`src/hdl/ambz_defs.vh`:
```
/*
 Register offsets, field positions and timing counts for the memory
 self-test and zeroize controller. Assumes inclusion by bare name.
*/
`ifndef AMBZ_DEFS_VH
`define AMBZ_DEFS_VH

`define AMBZ_ADDR_CTRL 12'h00C
`define AMBZ_ADDR_IRQ_STAT 12'h010
`define AMBZ_ADDR_IRQ_EN 12'h014
`define AMBZ_ADDR_IRQ_CLR 12'h018

`define AMBZ_B_SBIST 0
`define AMBZ_B_SZERO 1
`define AMBZ_B_MBIST 2
`define AMBZ_B_MZERO 3
`define AMBZ_B_TBIST 4
`define AMBZ_B_TZERO 5
`define AMBZ_B_BBIST 6
`define AMBZ_SEL_LSB 8
`define AMBZ_SEL_MSB 13
`define AMBZ_SEL_W 6
`define AMBZ_B_SFAIL 14
`define AMBZ_B_SDONE 15
`define AMBZ_B_SZDONE 16
`define AMBZ_B_MFAIL 17
`define AMBZ_B_MDONE 18
`define AMBZ_B_MZDONE 19
`define AMBZ_B_TFAIL 20
`define AMBZ_B_TDONE 21
`define AMBZ_B_TZDONE 22
`define AMBZ_B_BFAIL 23
`define AMBZ_B_BDONE 24
`define AMBZ_B_ZDONE 25
`define AMBZ_B_BISTDONE 26
`define AMBZ_B_BISTFAIL 27

`define AMBZ_NUM_OPS 7
`define AMBZ_BIST_WORDS 64
`define AMBZ_ZERO_WORDS 64
`define AMBZ_CNT_W 16

`endif

```
`src/hdl/ambz_ctrl.v`:
```
/*
 Memory self-test and zeroize control for one processor array, with an
 APB slave for its registers and one level interrupt.
 Assumes APB master signals synchronous to clock; one clock domain.
*/
// The APB interface to the registers was left to the implementer.
`timescale 1ns/1ps
`default_nettype none
`include "ambz_defs.vh"

// Summary of operation
// - Setting bit 6 runs self-test over every bias memory and reports bias group and common done/fail.
// - Setting bit 5 zero-fills every t_memory word, then raises its zeroize-done and common zeroize-done.
// - The t_memory zeroize starts only on a zero-to-one change of its bit.
// - Setting bit 4 self-tests all t_memory instances and reports group and common done/fail.
// - Setting bit 3 zero-fills every m_memory word and reports its zeroize-done and common zeroize-done.
// - Setting bit 2 self-tests all m_memory instances and reports group and common done/fail.
// - Setting bit 1 zero-fills every data SRAM word and reports its zeroize-done and common zeroize-done.
// - Setting bit 0 self-tests all data SRAM instances and reports group and common done/fail.
// - A started self-test runs uninterrupted over all selected instances before its done is raised.
// - Writing one to a run bit that already holds one does not start a new pass.
// - Repeated ones on a zeroize bit start no new pass; software clears the bit first.
// - Software can read detailed results of one controller chosen by the select field.
// - Select bit 5 picks the SRAM/bias group with low bits as instance, 100 being bias; bit 4 m, bit 3 t.
// - The SRAM group fail flag holds the finished result and clears when the SRAM run bit is written zero.
module ambz_ctrl #(
    parameter NUM_INST = 4,
    parameter BIST_WORDS = `AMBZ_BIST_WORDS,
    parameter ZERO_WORDS = `AMBZ_ZERO_WORDS
) (
    input wire clock,
    input wire sys_rst,
    input wire psel,
    input wire penable,
    input wire pwrite,
    input wire [11:0] paddr,
    input wire [31:0] pwdata,
    input wire [NUM_INST*`AMBZ_NUM_OPS-1:0] instFail,
    output reg [31:0] prdata,
    output reg pready,
    output reg pslverr,
    output reg memWriteZero,
    output reg [`AMBZ_NUM_OPS-1:0] opBusy,
    output reg irq
);
    localparam ST_IDLE = 3'b001;
    localparam ST_RUN = 3'b010;
    localparam ST_DONE = 3'b100;

    reg [`AMBZ_NUM_OPS-1:0] trig_r;
    reg [`AMBZ_SEL_W-1:0] sel_r;
    reg [`AMBZ_NUM_OPS-1:0] done_r;
    reg [`AMBZ_NUM_OPS-1:0] fail_r;
    reg [NUM_INST*`AMBZ_NUM_OPS-1:0] instFail_r;
    reg [`AMBZ_NUM_OPS-1:0] irqStat_r;
    reg [`AMBZ_NUM_OPS-1:0] irqEn_r;
    wire [`AMBZ_NUM_OPS-1:0] doneRise;
    wire apbAccess = psel & penable & ~pready;
    wire wrEn = apbAccess & pwrite;
    wire ctrlWr = wrEn & (paddr == `AMBZ_ADDR_CTRL);
    wire [`AMBZ_NUM_OPS-1:0] wrTrig = pwdata[`AMBZ_NUM_OPS-1:0];
    wire mapped = (paddr == `AMBZ_ADDR_CTRL) | (paddr == `AMBZ_ADDR_IRQ_STAT) |
                  (paddr == `AMBZ_ADDR_IRQ_EN) | (paddr == `AMBZ_ADDR_IRQ_CLR);
    wire bistAllDone = |(done_r & 7'h55);
    wire bistAnyFail = |(fail_r & 7'h55);
    wire zeroAllDone = |(done_r & 7'h2A);
    wire [`AMBZ_NUM_OPS-1:0] zeroOp = 7'h2A;

    // One engine per trigger bit; bit index selects bist or zeroize flavour
    genvar g;
    generate
        for (g = 0; g < `AMBZ_NUM_OPS; g = g + 1) begin : gOp
            reg [2:0] st_r;
            reg [2:0] st_nxt;
            reg [`AMBZ_CNT_W-1:0] cnt_r;
            wire [`AMBZ_CNT_W-1:0] lastCnt = (g == `AMBZ_B_SZERO || g == `AMBZ_B_MZERO || g == `AMBZ_B_TZERO) ?
                                              ZERO_WORDS[`AMBZ_CNT_W-1:0] - 16'h0001 :
                                              BIST_WORDS[`AMBZ_CNT_W-1:0] - 16'h0001;
            // Start only on a written rising edge of the trigger bit
            wire start = ctrlWr & wrTrig[g] & ~trig_r[g];
            wire clr = ctrlWr & ~wrTrig[g];
            always @* begin
                st_nxt = st_r;
                case (st_r)
                    ST_IDLE: if (start) st_nxt = ST_RUN;
                    // Clearing the bit mid-pass does not abort it
                    ST_RUN: if (cnt_r == lastCnt) st_nxt = ST_DONE;
                    ST_DONE: if (clr) st_nxt = ST_IDLE;
                    default: st_nxt = ST_IDLE;
                endcase
            end
            always @(posedge clock) begin
                if (sys_rst) begin
                    st_r <= ST_IDLE;
                    cnt_r <= {`AMBZ_CNT_W{1'b0}};
                    done_r[g] <= 1'b0;
                    fail_r[g] <= 1'b0;
                    instFail_r[g*NUM_INST +: NUM_INST] <= {NUM_INST{1'b0}};
                end else begin
                    st_r <= st_nxt;
                    cnt_r <= (st_r == ST_RUN) ? cnt_r + 16'h0001 : {`AMBZ_CNT_W{1'b0}};
                    if (st_r == ST_RUN)
                        instFail_r[g*NUM_INST +: NUM_INST] <= instFail_r[g*NUM_INST +: NUM_INST] |
                                                                instFail[g*NUM_INST +: NUM_INST];
                    else if (start)
                        instFail_r[g*NUM_INST +: NUM_INST] <= {NUM_INST{1'b0}};
                    if (st_r == ST_RUN && st_nxt == ST_DONE) begin
                        done_r[g] <= 1'b1;
                        fail_r[g] <= ~zeroOp[g] & (|(instFail_r[g*NUM_INST +: NUM_INST] |
                                                      instFail[g*NUM_INST +: NUM_INST]));
                    end else if (st_nxt == ST_IDLE) begin
                        done_r[g] <= 1'b0;
                        fail_r[g] <= 1'b0;
                    end
                end
            end
            assign doneRise[g] = (st_r == ST_RUN) && (st_nxt == ST_DONE);
        end
    endgenerate

    // Detailed per-controller view chosen by the select field
    reg [31:0] detail;
    always @* begin
        detail = 32'h0000_0000;
        if (sel_r[5]) begin
            if (sel_r[2:0] == 3'h4) begin
                detail[0] = done_r[`AMBZ_B_BBIST];
                detail[1] = fail_r[`AMBZ_B_BBIST];
                detail[NUM_INST+1:2] = instFail_r[`AMBZ_B_BBIST*NUM_INST +: NUM_INST];
            end else begin
                detail[0] = done_r[`AMBZ_B_SBIST];
                detail[1] = (sel_r[2:0] < NUM_INST) ? instFail_r[`AMBZ_B_SBIST*NUM_INST + sel_r[1:0]] : 1'b0;
            end
        end else if (sel_r[4]) begin
            detail[0] = done_r[`AMBZ_B_MBIST];
            detail[1] = (sel_r[3:0] < NUM_INST) ? instFail_r[`AMBZ_B_MBIST*NUM_INST + sel_r[1:0]] : 1'b0;
        end else if (sel_r[3]) begin
            detail[0] = done_r[`AMBZ_B_TBIST];
            detail[1] = (sel_r[2:0] < NUM_INST) ? instFail_r[`AMBZ_B_TBIST*NUM_INST + sel_r[1:0]] : 1'b0;
        end
    end

    reg [31:0] ctrlRead;
    always @* begin
        ctrlRead = 32'h0000_0000;
        ctrlRead[`AMBZ_NUM_OPS-1:0] = trig_r;
        ctrlRead[`AMBZ_SEL_MSB:`AMBZ_SEL_LSB] = sel_r;
        ctrlRead[`AMBZ_B_SFAIL] = fail_r[`AMBZ_B_SBIST];
        ctrlRead[`AMBZ_B_SDONE] = done_r[`AMBZ_B_SBIST];
        ctrlRead[`AMBZ_B_SZDONE] = done_r[`AMBZ_B_SZERO];
        ctrlRead[`AMBZ_B_MFAIL] = fail_r[`AMBZ_B_MBIST];
        ctrlRead[`AMBZ_B_MDONE] = done_r[`AMBZ_B_MBIST];
        ctrlRead[`AMBZ_B_MZDONE] = done_r[`AMBZ_B_MZERO];
        ctrlRead[`AMBZ_B_TFAIL] = fail_r[`AMBZ_B_TBIST];
        ctrlRead[`AMBZ_B_TDONE] = done_r[`AMBZ_B_TBIST];
        ctrlRead[`AMBZ_B_TZDONE] = done_r[`AMBZ_B_TZERO];
        ctrlRead[`AMBZ_B_BFAIL] = fail_r[`AMBZ_B_BBIST];
        ctrlRead[`AMBZ_B_BDONE] = done_r[`AMBZ_B_BBIST];
        ctrlRead[`AMBZ_B_ZDONE] = zeroAllDone;
        ctrlRead[`AMBZ_B_BISTDONE] = bistAllDone;
        ctrlRead[`AMBZ_B_BISTFAIL] = bistAnyFail;
    end

    reg [31:0] rdData;
    always @* begin
        rdData = 32'h0000_0000;
        case (paddr)
            `AMBZ_ADDR_CTRL: rdData = ctrlRead;
            // Lower half of the detail view is folded into the upper half of the status register read
            `AMBZ_ADDR_IRQ_STAT: rdData = {detail[15:0], 9'h000, irqStat_r};
            `AMBZ_ADDR_IRQ_EN: rdData = {25'h0000000, irqEn_r};
            default: rdData = 32'h0000_0000;
        endcase
    end

    always @(posedge clock) begin
        if (sys_rst) begin
            trig_r <= {`AMBZ_NUM_OPS{1'b0}};
            sel_r <= {`AMBZ_SEL_W{1'b0}};
            irqStat_r <= {`AMBZ_NUM_OPS{1'b0}};
            irqEn_r <= {`AMBZ_NUM_OPS{1'b0}};
            prdata <= 32'h0000_0000;
            pready <= 1'b0;
            pslverr <= 1'b0;
            memWriteZero <= 1'b0;
            opBusy <= {`AMBZ_NUM_OPS{1'b0}};
            irq <= 1'b0;
        end else begin
            pready <= apbAccess;
            pslverr <= apbAccess & ~mapped;
            prdata <= (apbAccess & ~pwrite) ? rdData : 32'h0000_0000;
            if (ctrlWr) begin
                trig_r <= wrTrig;
                sel_r <= pwdata[`AMBZ_SEL_MSB:`AMBZ_SEL_LSB];
            end
            if (wrEn && paddr == `AMBZ_ADDR_IRQ_EN)
                irqEn_r <= pwdata[`AMBZ_NUM_OPS-1:0];
            // A completion in the clearing cycle survives the clear
            irqStat_r <= (wrEn && paddr == `AMBZ_ADDR_IRQ_CLR) ?
                         ((irqStat_r & ~pwdata[`AMBZ_NUM_OPS-1:0]) | doneRise) : (irqStat_r | doneRise);
            irq <= |((irqStat_r | doneRise) & irqEn_r);
            opBusy <= {gOp[6].st_r[1], gOp[5].st_r[1], gOp[4].st_r[1], gOp[3].st_r[1],
                       gOp[2].st_r[1], gOp[1].st_r[1], gOp[0].st_r[1]};
            memWriteZero <= gOp[1].st_r[1] | gOp[3].st_r[1] | gOp[5].st_r[1];
        end
    end
endmodule // ambz_ctrl

`default_nettype wire

```
`config.mk`:
```
export PLATFORM = sky130hd
export DESIGN_NAME = ambz_ctrl
export DESIGN_NICKNAME = d
export VERILOG_FILES = /design/src/hdl/ambz_ctrl.v
export VERILOG_INCLUDE_DIRS = /design/src /design/src/hdl
export SDC_FILE = /design/constraint.sdc
export NUM_CORES = 1
export LEC_CHECK = 0
export ABC_CLOCK_PERIOD_IN_PS = 6500
export BUFFER_PORTS_ARGS = -buffer_cell sky130_fd_sc_hd__buf_4
export CAP_MARGIN = 10
export CORE_ASPECT_RATIO = 1.75
export CORE_MARGIN = 2
export CORE_UTILIZATION = 40
export CTS_BUF_LIST = sky130_fd_sc_hd__clkbuf_4 sky130_fd_sc_hd__clkbuf_8
export DETAILED_ROUTE_END_ITERATION = 10
export GPL_TIMING_DRIVEN = 0
export PLACE_DENSITY = 0.57
export SLEW_MARGIN = 20
export SYNTH_ARGS = -nofsm -noshare
export SYNTH_HDL_FRONTEND = slang
export SYNTH_SLANG_ARGS = --single-unit
```
`constraint.sdc`:
```
create_clock -name clock -period 6.5 [get_ports clock]
set_clock_uncertainty 0.1 [all_clocks]
set_input_delay 0.325 -clock clock [delete_from_list [all_inputs] [get_ports clock]]
set_output_delay 0.325 -clock clock [all_outputs]
set_load 0.01 [all_outputs]
```
==> metrics.yaml, run 1 <==
cells_and_area:
  final_util: 0.4929
  antenna_cells: 0
  nNetsFinal: 1294
  instances_no_fill: 1526
  layout-drive-gt1-share: 0.1338
  syn_to_final_growth_pct: 21.43
synth:
  syn_area_mm2: 0.009194
  syn_inst: 1057
  synth.yosys.seq_area_share: 0.4899
  yosys_warnings: 0
  ys_types: 59
  synth-edff-count: 0
  avgSynthCellArea_um2: 8.698
  async_reset_ff_frac: 0
  synth_seq_cells: 225
  ys.flop_type: "dfxtp_1"
timing:
  period_share: 0.4206
  rsz0062_at_grt: "no"
  fin_crit_ns: 2.734
  finalSetupViolations: 0
  finalHoldViolations: 0
  fmax_ghz: 0.3658
  slew_headroom: 0.4515
  setup_tns_ns: 0
  tightest_slew_ns: 0.8019
  slew_violations: 0
  holdWs_ns: 0.02910
clock_network:
  cts_sinks: 225
  clk_latency_ns: 0.53
  h-tree-depth: 2
  clk_pin_slew_worst_paths_ns: 0.06
  clock_path_buffers: 3
  hold_buffers: 29
  post_cts_buffers: 0
  cts_tree: "done"
  numCtsBuffers: 35
  cts_resized: 0
  cts-root-buf: "clkbuf_8"
critical_path:
  cp-end-kind: "flip-flop"
  critical_path_arrival_ns: 3.02
  path_class: "input pin to flip-flop"
  critPathMaxFanout: 10
  cp-start-kind: "input pin"
  critPathRequiredTime_ns: 6.79
die:
  die_area_mm2: 0.02426
  initial_core_util: 0.4059
  pin_count: 120
  die_h_um: 204.6
  fp.dieW_um: 118.6
  rows: 73
  core-area_mm2: 0.02265
global_route:
  grt_max_degree: 11
  use_met1: 0.2246
  grt_use_met2: 0.3892
  gr-total-overflow: 0
  grt-busiest-layer: "met2"
  use_met3: 0.03591
  grt_pass1_vias: 7920
  grtUsageTotal: 0.2079
  antenna_found_initial: 0
  grt_pass1_wl_um: 40320
placed_design:
  dp_hpwl_um: 18240
  dp.cells: 1444
  place_congestion: 0.8747
  numPortBuffers: 83
route:
  firstDrtPassIters: 6
  drt-total-wl_um: 25040
  avgRoutedWirePerCell_um: 16.41
  via_per_inst: 5.246
  vias: 8006
  drt_iter0_markers: 518
  drc: 0
  ant_nets: 0
pwr:
  p_leak_nw: 4.043
  power_density_mw_per_mm2: 235.3
  ir_worst_vdd_uv: 186.5
flow_run:
  cap_viol_max_count: 0
status:
  status: "completed"
worst_hold_path:
  holdCritPathClass: "input pin to flip-flop"
==> worst max-delay path, cell delays in order <==
cell and delay, ns:
buf_4 0.11, or4_4 0.57, nor3_1 0.61, nand3_1 0.37, clkbuf_1 0.40, clkbuf_1 0.40, nand2_1 0.17, a21oi_1 0.07
==> flip-flops by register name, summed over array words and instances (netlist names), 6 cells and up <==
register	flops
ctrlRead	11
gOp.cnt_r	112
gOp.st_r	21
instFail_r	16
irqEn_r	7
irqStat_r	7
opBusy	7
prdata	27
sel_r	6
trig_r	7
==> path summary, 6_finish.rpt <==
path                                    from  depth (start not counted)                    endpoint  slack [ns]
setup / recovery                    paddr[7]                          8      trig_r[0]$_SDFFE_PP0N_        3.77
hold reg to reg   gOp[6].cnt_r[0]$_SDFF_PP0_                          1  gOp[6].cnt_r[0]$_SDFF_PP0_        0.36
hold / removal                       sys_rst                          2        opBusy[5]$_SDFF_PP0_        0.03
setup reg to reg           pready$_SDFF_PP0_                          6      trig_r[6]$_SDFFE_PP0N_        4.07
==> metrics by stage <==
stage	power, W	setup WS [ns]	cell area (um^2)
6_report	0.002627	3.766	11160
5_1_grt	0.002726	3.630	11160
4_1_cts	0.002663	3.856	11160
3_5_place_dp	0.001472	3.300	10210
3_3_place_gp	0.001472	3.262	10210
2_1_floorplan	0.001430	4.048	9209
==> synthesized netlist by cell type, types with 8 or more instances <==
cell / n / area [um^2]
a21oi_1: 65 / 325.3
a222oi_1: 8 / 80.08
a22oi_1: 12 / 90.09
and2_1: 18 / 112.6
and3_1: 28 / 175.2
clkbuf_1: 28 / 105.1
dfxtp_1: 225 / 4504
inv_1: 22 / 82.58
nand2_1: 97 / 364.1
nand3_1: 59 / 295.3
nand4_1: 17 / 106.4
nor2_1: 181 / 679.4
nor2b_1: 10 / 62.56
nor3_1: 23 / 115.1
nor4_1: 19 / 118.9
o21ai_0: 29 / 145.1
or3_1: 20 / 125.1
or4_1: 10 / 75.07
xnor2_1: 32 / 280.3
xor2_1: 58 / 508.0
==> layer usage <==
| metal | vias to the layer above | share of wire |
|---|---|---|
| met3 | 65 | 0.043 |
| met4 | 0 | 0.041 |
| met2 | 197 | 0.53 |
| li1 | 3988 | - |
| met1 | 3756 | 0.39 |
| met5 | - | 0 |
==> cell type report <==
cell class	instances	area, um^2
clock buffers	53	666.9
plain buffers	37	162.7
flip-flops and latches	225	4504
inverters	22	82.58
fillers	2261	11490
multi-input cells	777	4459
repair buffers	112	913.4
well taps	300	375.4
==> placed cells by master (no fill, tap or decap), drive strengths merged, types with 23 or more instances in the layout <==
cell type,synthesis,layout
buf,9,92
nand3,59,59
dfxtp,225,225
clkbuf,28,81
and3,28,28
o21ai,29,29
dlygate4sd3,0,29
a21oi,65,65
nor2,182,182
nand2,97,97
xnor2,32,32
nor3,23,23
xor2,58,58
==> logic make-up (layout without fill, tap and decap cells) <==
| kind of cell | count (synthesis) | after routing | share of synthesized area |
|---|---|---|---|
| DFF | 225 | 225 | 0.4899 |
| buffers and inverters | 59 | 224 | 0.02667 |
| AOI/OAI and AO/OA | 159 | 159 | 0.1098 |
| xor gates and xnor gates | 90 | 90 | 0.08574 |
| other | 1 | 5 | 0.0004079 |
| adders and majority gates | 7 | 7 | 0.009526 |
| and+or+nand+nor | 513 | 513 | 0.2705 |
| muxes | 3 | 3 | 0.007348 |
==> report_power, final <==
| part | internal, W | switching (W) | leakage, nW |
|---|---|---|---|
| Clock | 0.000644 | 0.000526 | 0.355 |
| Sequential | 0.00138 | 0.000000370 | 1.81 |
| Combinational | 0.0000372 | 0.0000394 | 1.88 |
(Power assumes the default switching activity.)
==> run 2: changes to the inputs <==
--- a/config.mk
+++ b/config.mk
@@ -6,7 +6,7 @@
 export SDC_FILE = /design/constraint.sdc
 export NUM_CORES = 1
 export LEC_CHECK = 0
-export ABC_CLOCK_PERIOD_IN_PS = 6500
+export ABC_CLOCK_PERIOD_IN_PS = 2350
 export BUFFER_PORTS_ARGS = -buffer_cell sky130_fd_sc_hd__buf_4
 export CAP_MARGIN = 10
 export CORE_ASPECT_RATIO = 1.75
@@ -15,7 +15,7 @@
 export CTS_BUF_LIST = sky130_fd_sc_hd__clkbuf_4 sky130_fd_sc_hd__clkbuf_8
 export DETAILED_ROUTE_END_ITERATION = 10
 export GPL_TIMING_DRIVEN = 0
-export PLACE_DENSITY = 0.57
+export PLACE_DENSITY = 0.59
 export SLEW_MARGIN = 20
 export SYNTH_ARGS = -nofsm -noshare
 export SYNTH_HDL_FRONTEND = slang
==> constraint.sdc (replaced) <==
create_clock -name clock -period 2.35 [get_ports clock]
set_clock_uncertainty 0.1 [all_clocks]
set_input_delay 0.1175 -clock clock [delete_from_list [all_inputs] [get_ports clock]]
set_output_delay 0.1175 -clock clock [all_outputs]
set_load 0.01 [all_outputs]
==> metrics.yaml, run 2 (synthesized netlist as in run 1, its figures left out) <==
die:
  rows: 73  # unchanged
  initial_core_util: 0.4059  # unchanged
  die_h_um: 204.6  # unchanged
  fp.dieW_um: 118.6  # unchanged
  pin_count: 120  # unchanged
  die_area_mm2: 0.02426  # unchanged
  core-area_mm2: 0.02265  # unchanged
timing:
  slew_headroom: 0.4672  # +0.01565
  fin_crit_ns: 2.249
  fmax_ghz: 0.4446
  finalHoldViolations: 0  # unchanged
  setup_tns_ns: 0  # unchanged
  finalSetupViolations: 0  # unchanged
  slew_violations: 0  # unchanged
  period_share: 0.9571
  tightest_slew_ns: 0.7931  # -0.008842 ns
cells_and_area:
  fill_cells: 2256  # -0.22%
  final_cell_mix: "dfxtp_1, nor2_1, nand2_1"
  nNetsFinal: 1307  # +1.0%
  largest_reg_flops: 112  # unchanged
  layout-drive-gt1-share: 0.1440  # +0.01024
  top_regs: "gOp.cnt_r (112), prdata (27), gOp.st_r (21)"
  syn_to_final_growth_pct: 23.42
  final_common_cell: "dfxtp_1"
  regMostFlops: "gOp.cnt_r"
global_route:
  grtUsageTotal: 0.2095  # +0.001582
  grt_max_degree: 11  # unchanged
  antenna_found_initial: 1  # +1
  grt_pass1_wl_um: 40920  # +1.5%
  gr-total-overflow: 0  # unchanged
  grt_pass1_vias: 8109  # +2.4%
critical_path:
  path_cells: "nand4b_1 -> or4_4 -> nor2_4 -> buf_2 -> nand2_1 -> a21oi_1"
  slowest_delay_ns: 0.53  # -0.08 ns
  critical-path-slowest-cell: "or4_4"
  cp-end-kind: "flip-flop"
  r2r_end: "trig_r[3]$_SDFFE_PP0N_"
  rr_startpoint: "pready$_SDFF_PP0_"
  rrSetupSlack_ns: 0.10  # -3.97 ns
  path_class: "flip-flop to flip-flop"
  cp-start-kind: "flip-flop"
  r2r_cells: 6  # unchanged
  critPathRequiredTime_ns: 2.70  # -4.09 ns
  critPathMaxFanout: 10  # unchanged
  critical_path_arrival_ns: 2.60  # -0.42 ns
clock_network:
  clock_path_buffers: 3  # unchanged
  clk_pin_slew_worst_paths_ns: 0.07  # about the same
  cts_sinks: 225  # unchanged
  h-tree-depth: 2  # unchanged
  clk_latency_ns: 0.55  # +0.02 ns
  cts_tree: "done"
  cts-root-buf: "clkbuf_8"
  numCtsBuffers: 36  # +2.9%
pwr:
  ir_worst_vdd_uv: 416.5  # +120%
  p_leak_nw: 4.127  # +2.1%
  power_density_mw_per_mm2: 647.7  # +180%
  power_w: 0.007350  # +180%
route:
  drc: 0  # unchanged
  drt-total-wl_um: 25140  # +0.40%
  ant_nets: 0  # unchanged
  drt_iter0_markers: 544  # +5.0%
  avgRoutedWirePerCell_um: 16.27  # -0.83%
  vias: 8108  # +1.3%
  firstDrtPassIters: 5  # -1
  via_per_inst: 5.248  # about the same
placed_design:
  numPortBuffers: 83  # unchanged
  place_congestion: 0.8527  # -2.5%
  dp_hpwl_um: 18130  # -0.60%
flow_run:
  cap_viol_max_count: 0  # unchanged
worst_hold_path:
  holdCritPathClass: "input pin to flip-flop"
  hold_start: "paddr[8]"
  whs_endpoint: "gOp[1].st_r[1]$_SDFF_PP0_"
  whs_path_depth: 6  # +4
status:
  status: "completed"
[run 2: cell types whose count changed in the layout (fill, tap and decap cells not counted), sizes merged]
| cell | delta |
|---|---|
| dlygate4sd3 | +9 |
| buf | +4 |
| clkinv | +4 |
| diode | +2 |
| clkbuf | -1 |
| clkinvlp | +1 |
[run 2: repair_timing]
action | 4_1_cts | 5_1_grt
endpoints found under the hold margin | 79 | 0
setup endpoints to repair | 14 | 28
pin swaps | 0 | 0
resized for setup | 4 | 12
buffers inserted | 0 | 3
gates cloned | 0 | 0
hold buffers | 38 | 0
[run 2: power breakdown]
group          internal [W]  total, W  switching [W]
Combinational      0.000115  0.000227       0.000112
Sequential          0.00382   0.00382    0.000000855
Clock               0.00181   0.00331        0.00150
Total               0.00574   0.00735        0.00161
[run 2: per-layer routing]
| metal | track usage | part of all wire | up-vias |
|---|---|---|---|
| met2 | 0.3869 | 0.52 | 197 |
| met1 | 0.2219 | 0.38 | 3825 |
| met5 | 0 | 0 | - |
| li1 | - | - | 4012 |
| met4 | 0.1152 | 0.051 | 0 |
| met3 | 0.03898 | 0.047 | 74 |
[run 2: cell type report]
cell class / instances / area (um^2) / area share
sequential: 225 / 4504 / 0.3970
clock inverter: 5 / 27.53 / 0.002426
multi-input combinational: 777 / 4493 / 0.3960
antenna: 2 / 5.005 / 0.0004411
tap: 300 / 375.4 / 0.03308
buffer: 37 / 166.4 / 0.01467
timing repair buffer: 124 / 1026 / 0.09042
inverter: 22 / 82.58 / 0.007278
clock buffer: 53 / 666.9 / 0.05877
[run 2: worst max-delay path, delay by kind of cell, from the launching register on]
family	cells	cell delay [ns]
compound gates	1	0.14
simple gates	4	1.23
buf+inv	1	0.35
flops	1	0.33
[run 2: through the flow]
stage	instances	util	instance area [um^2]	hold WS (ns)	setup WS [ns]
5_1_grt	1544	0.5008	11340	0.1031	-0.008205
3_3_place_gp	1444	0.4506	10210	0.2586	-0.6715
3_5_place_dp	1444	0.4506	10210	0.2643	-0.6806
6_report	1545	0.5009	11350	0.08298	0.1008
4_1_cts	1540	0.4988	11300	0.05073	0.04243
2_1_floorplan	1061	-	9209	0.1148	0.1054
[run 2: how the worst max path moves through the flow]
stage / start / endpoint / cells after the start / slack, ns
floorplan: paddr[7] / irqStat_r[5]$_SDFF_PP0_ / 8 / 0.11
global placement: paddr[7] / trig_r[2]$_SDFFE_PP0N_ / 8 / -0.67
detailed placement: paddr[7] / sel_r[3]$_SDFFE_PP0N_ / 8 / -0.68
CTS: gOp[6].cnt_r[0]$_SDFF_PP0_ / irq$_SDFF_PP0_ / 7 / 0.04
global route: pready$_SDFF_PP0_ / trig_r[3]$_SDFFE_PP0N_ / 6 / -0.008
finish: pready$_SDFF_PP0_ / trig_r[3]$_SDFFE_PP0N_ / 6 / 0.10
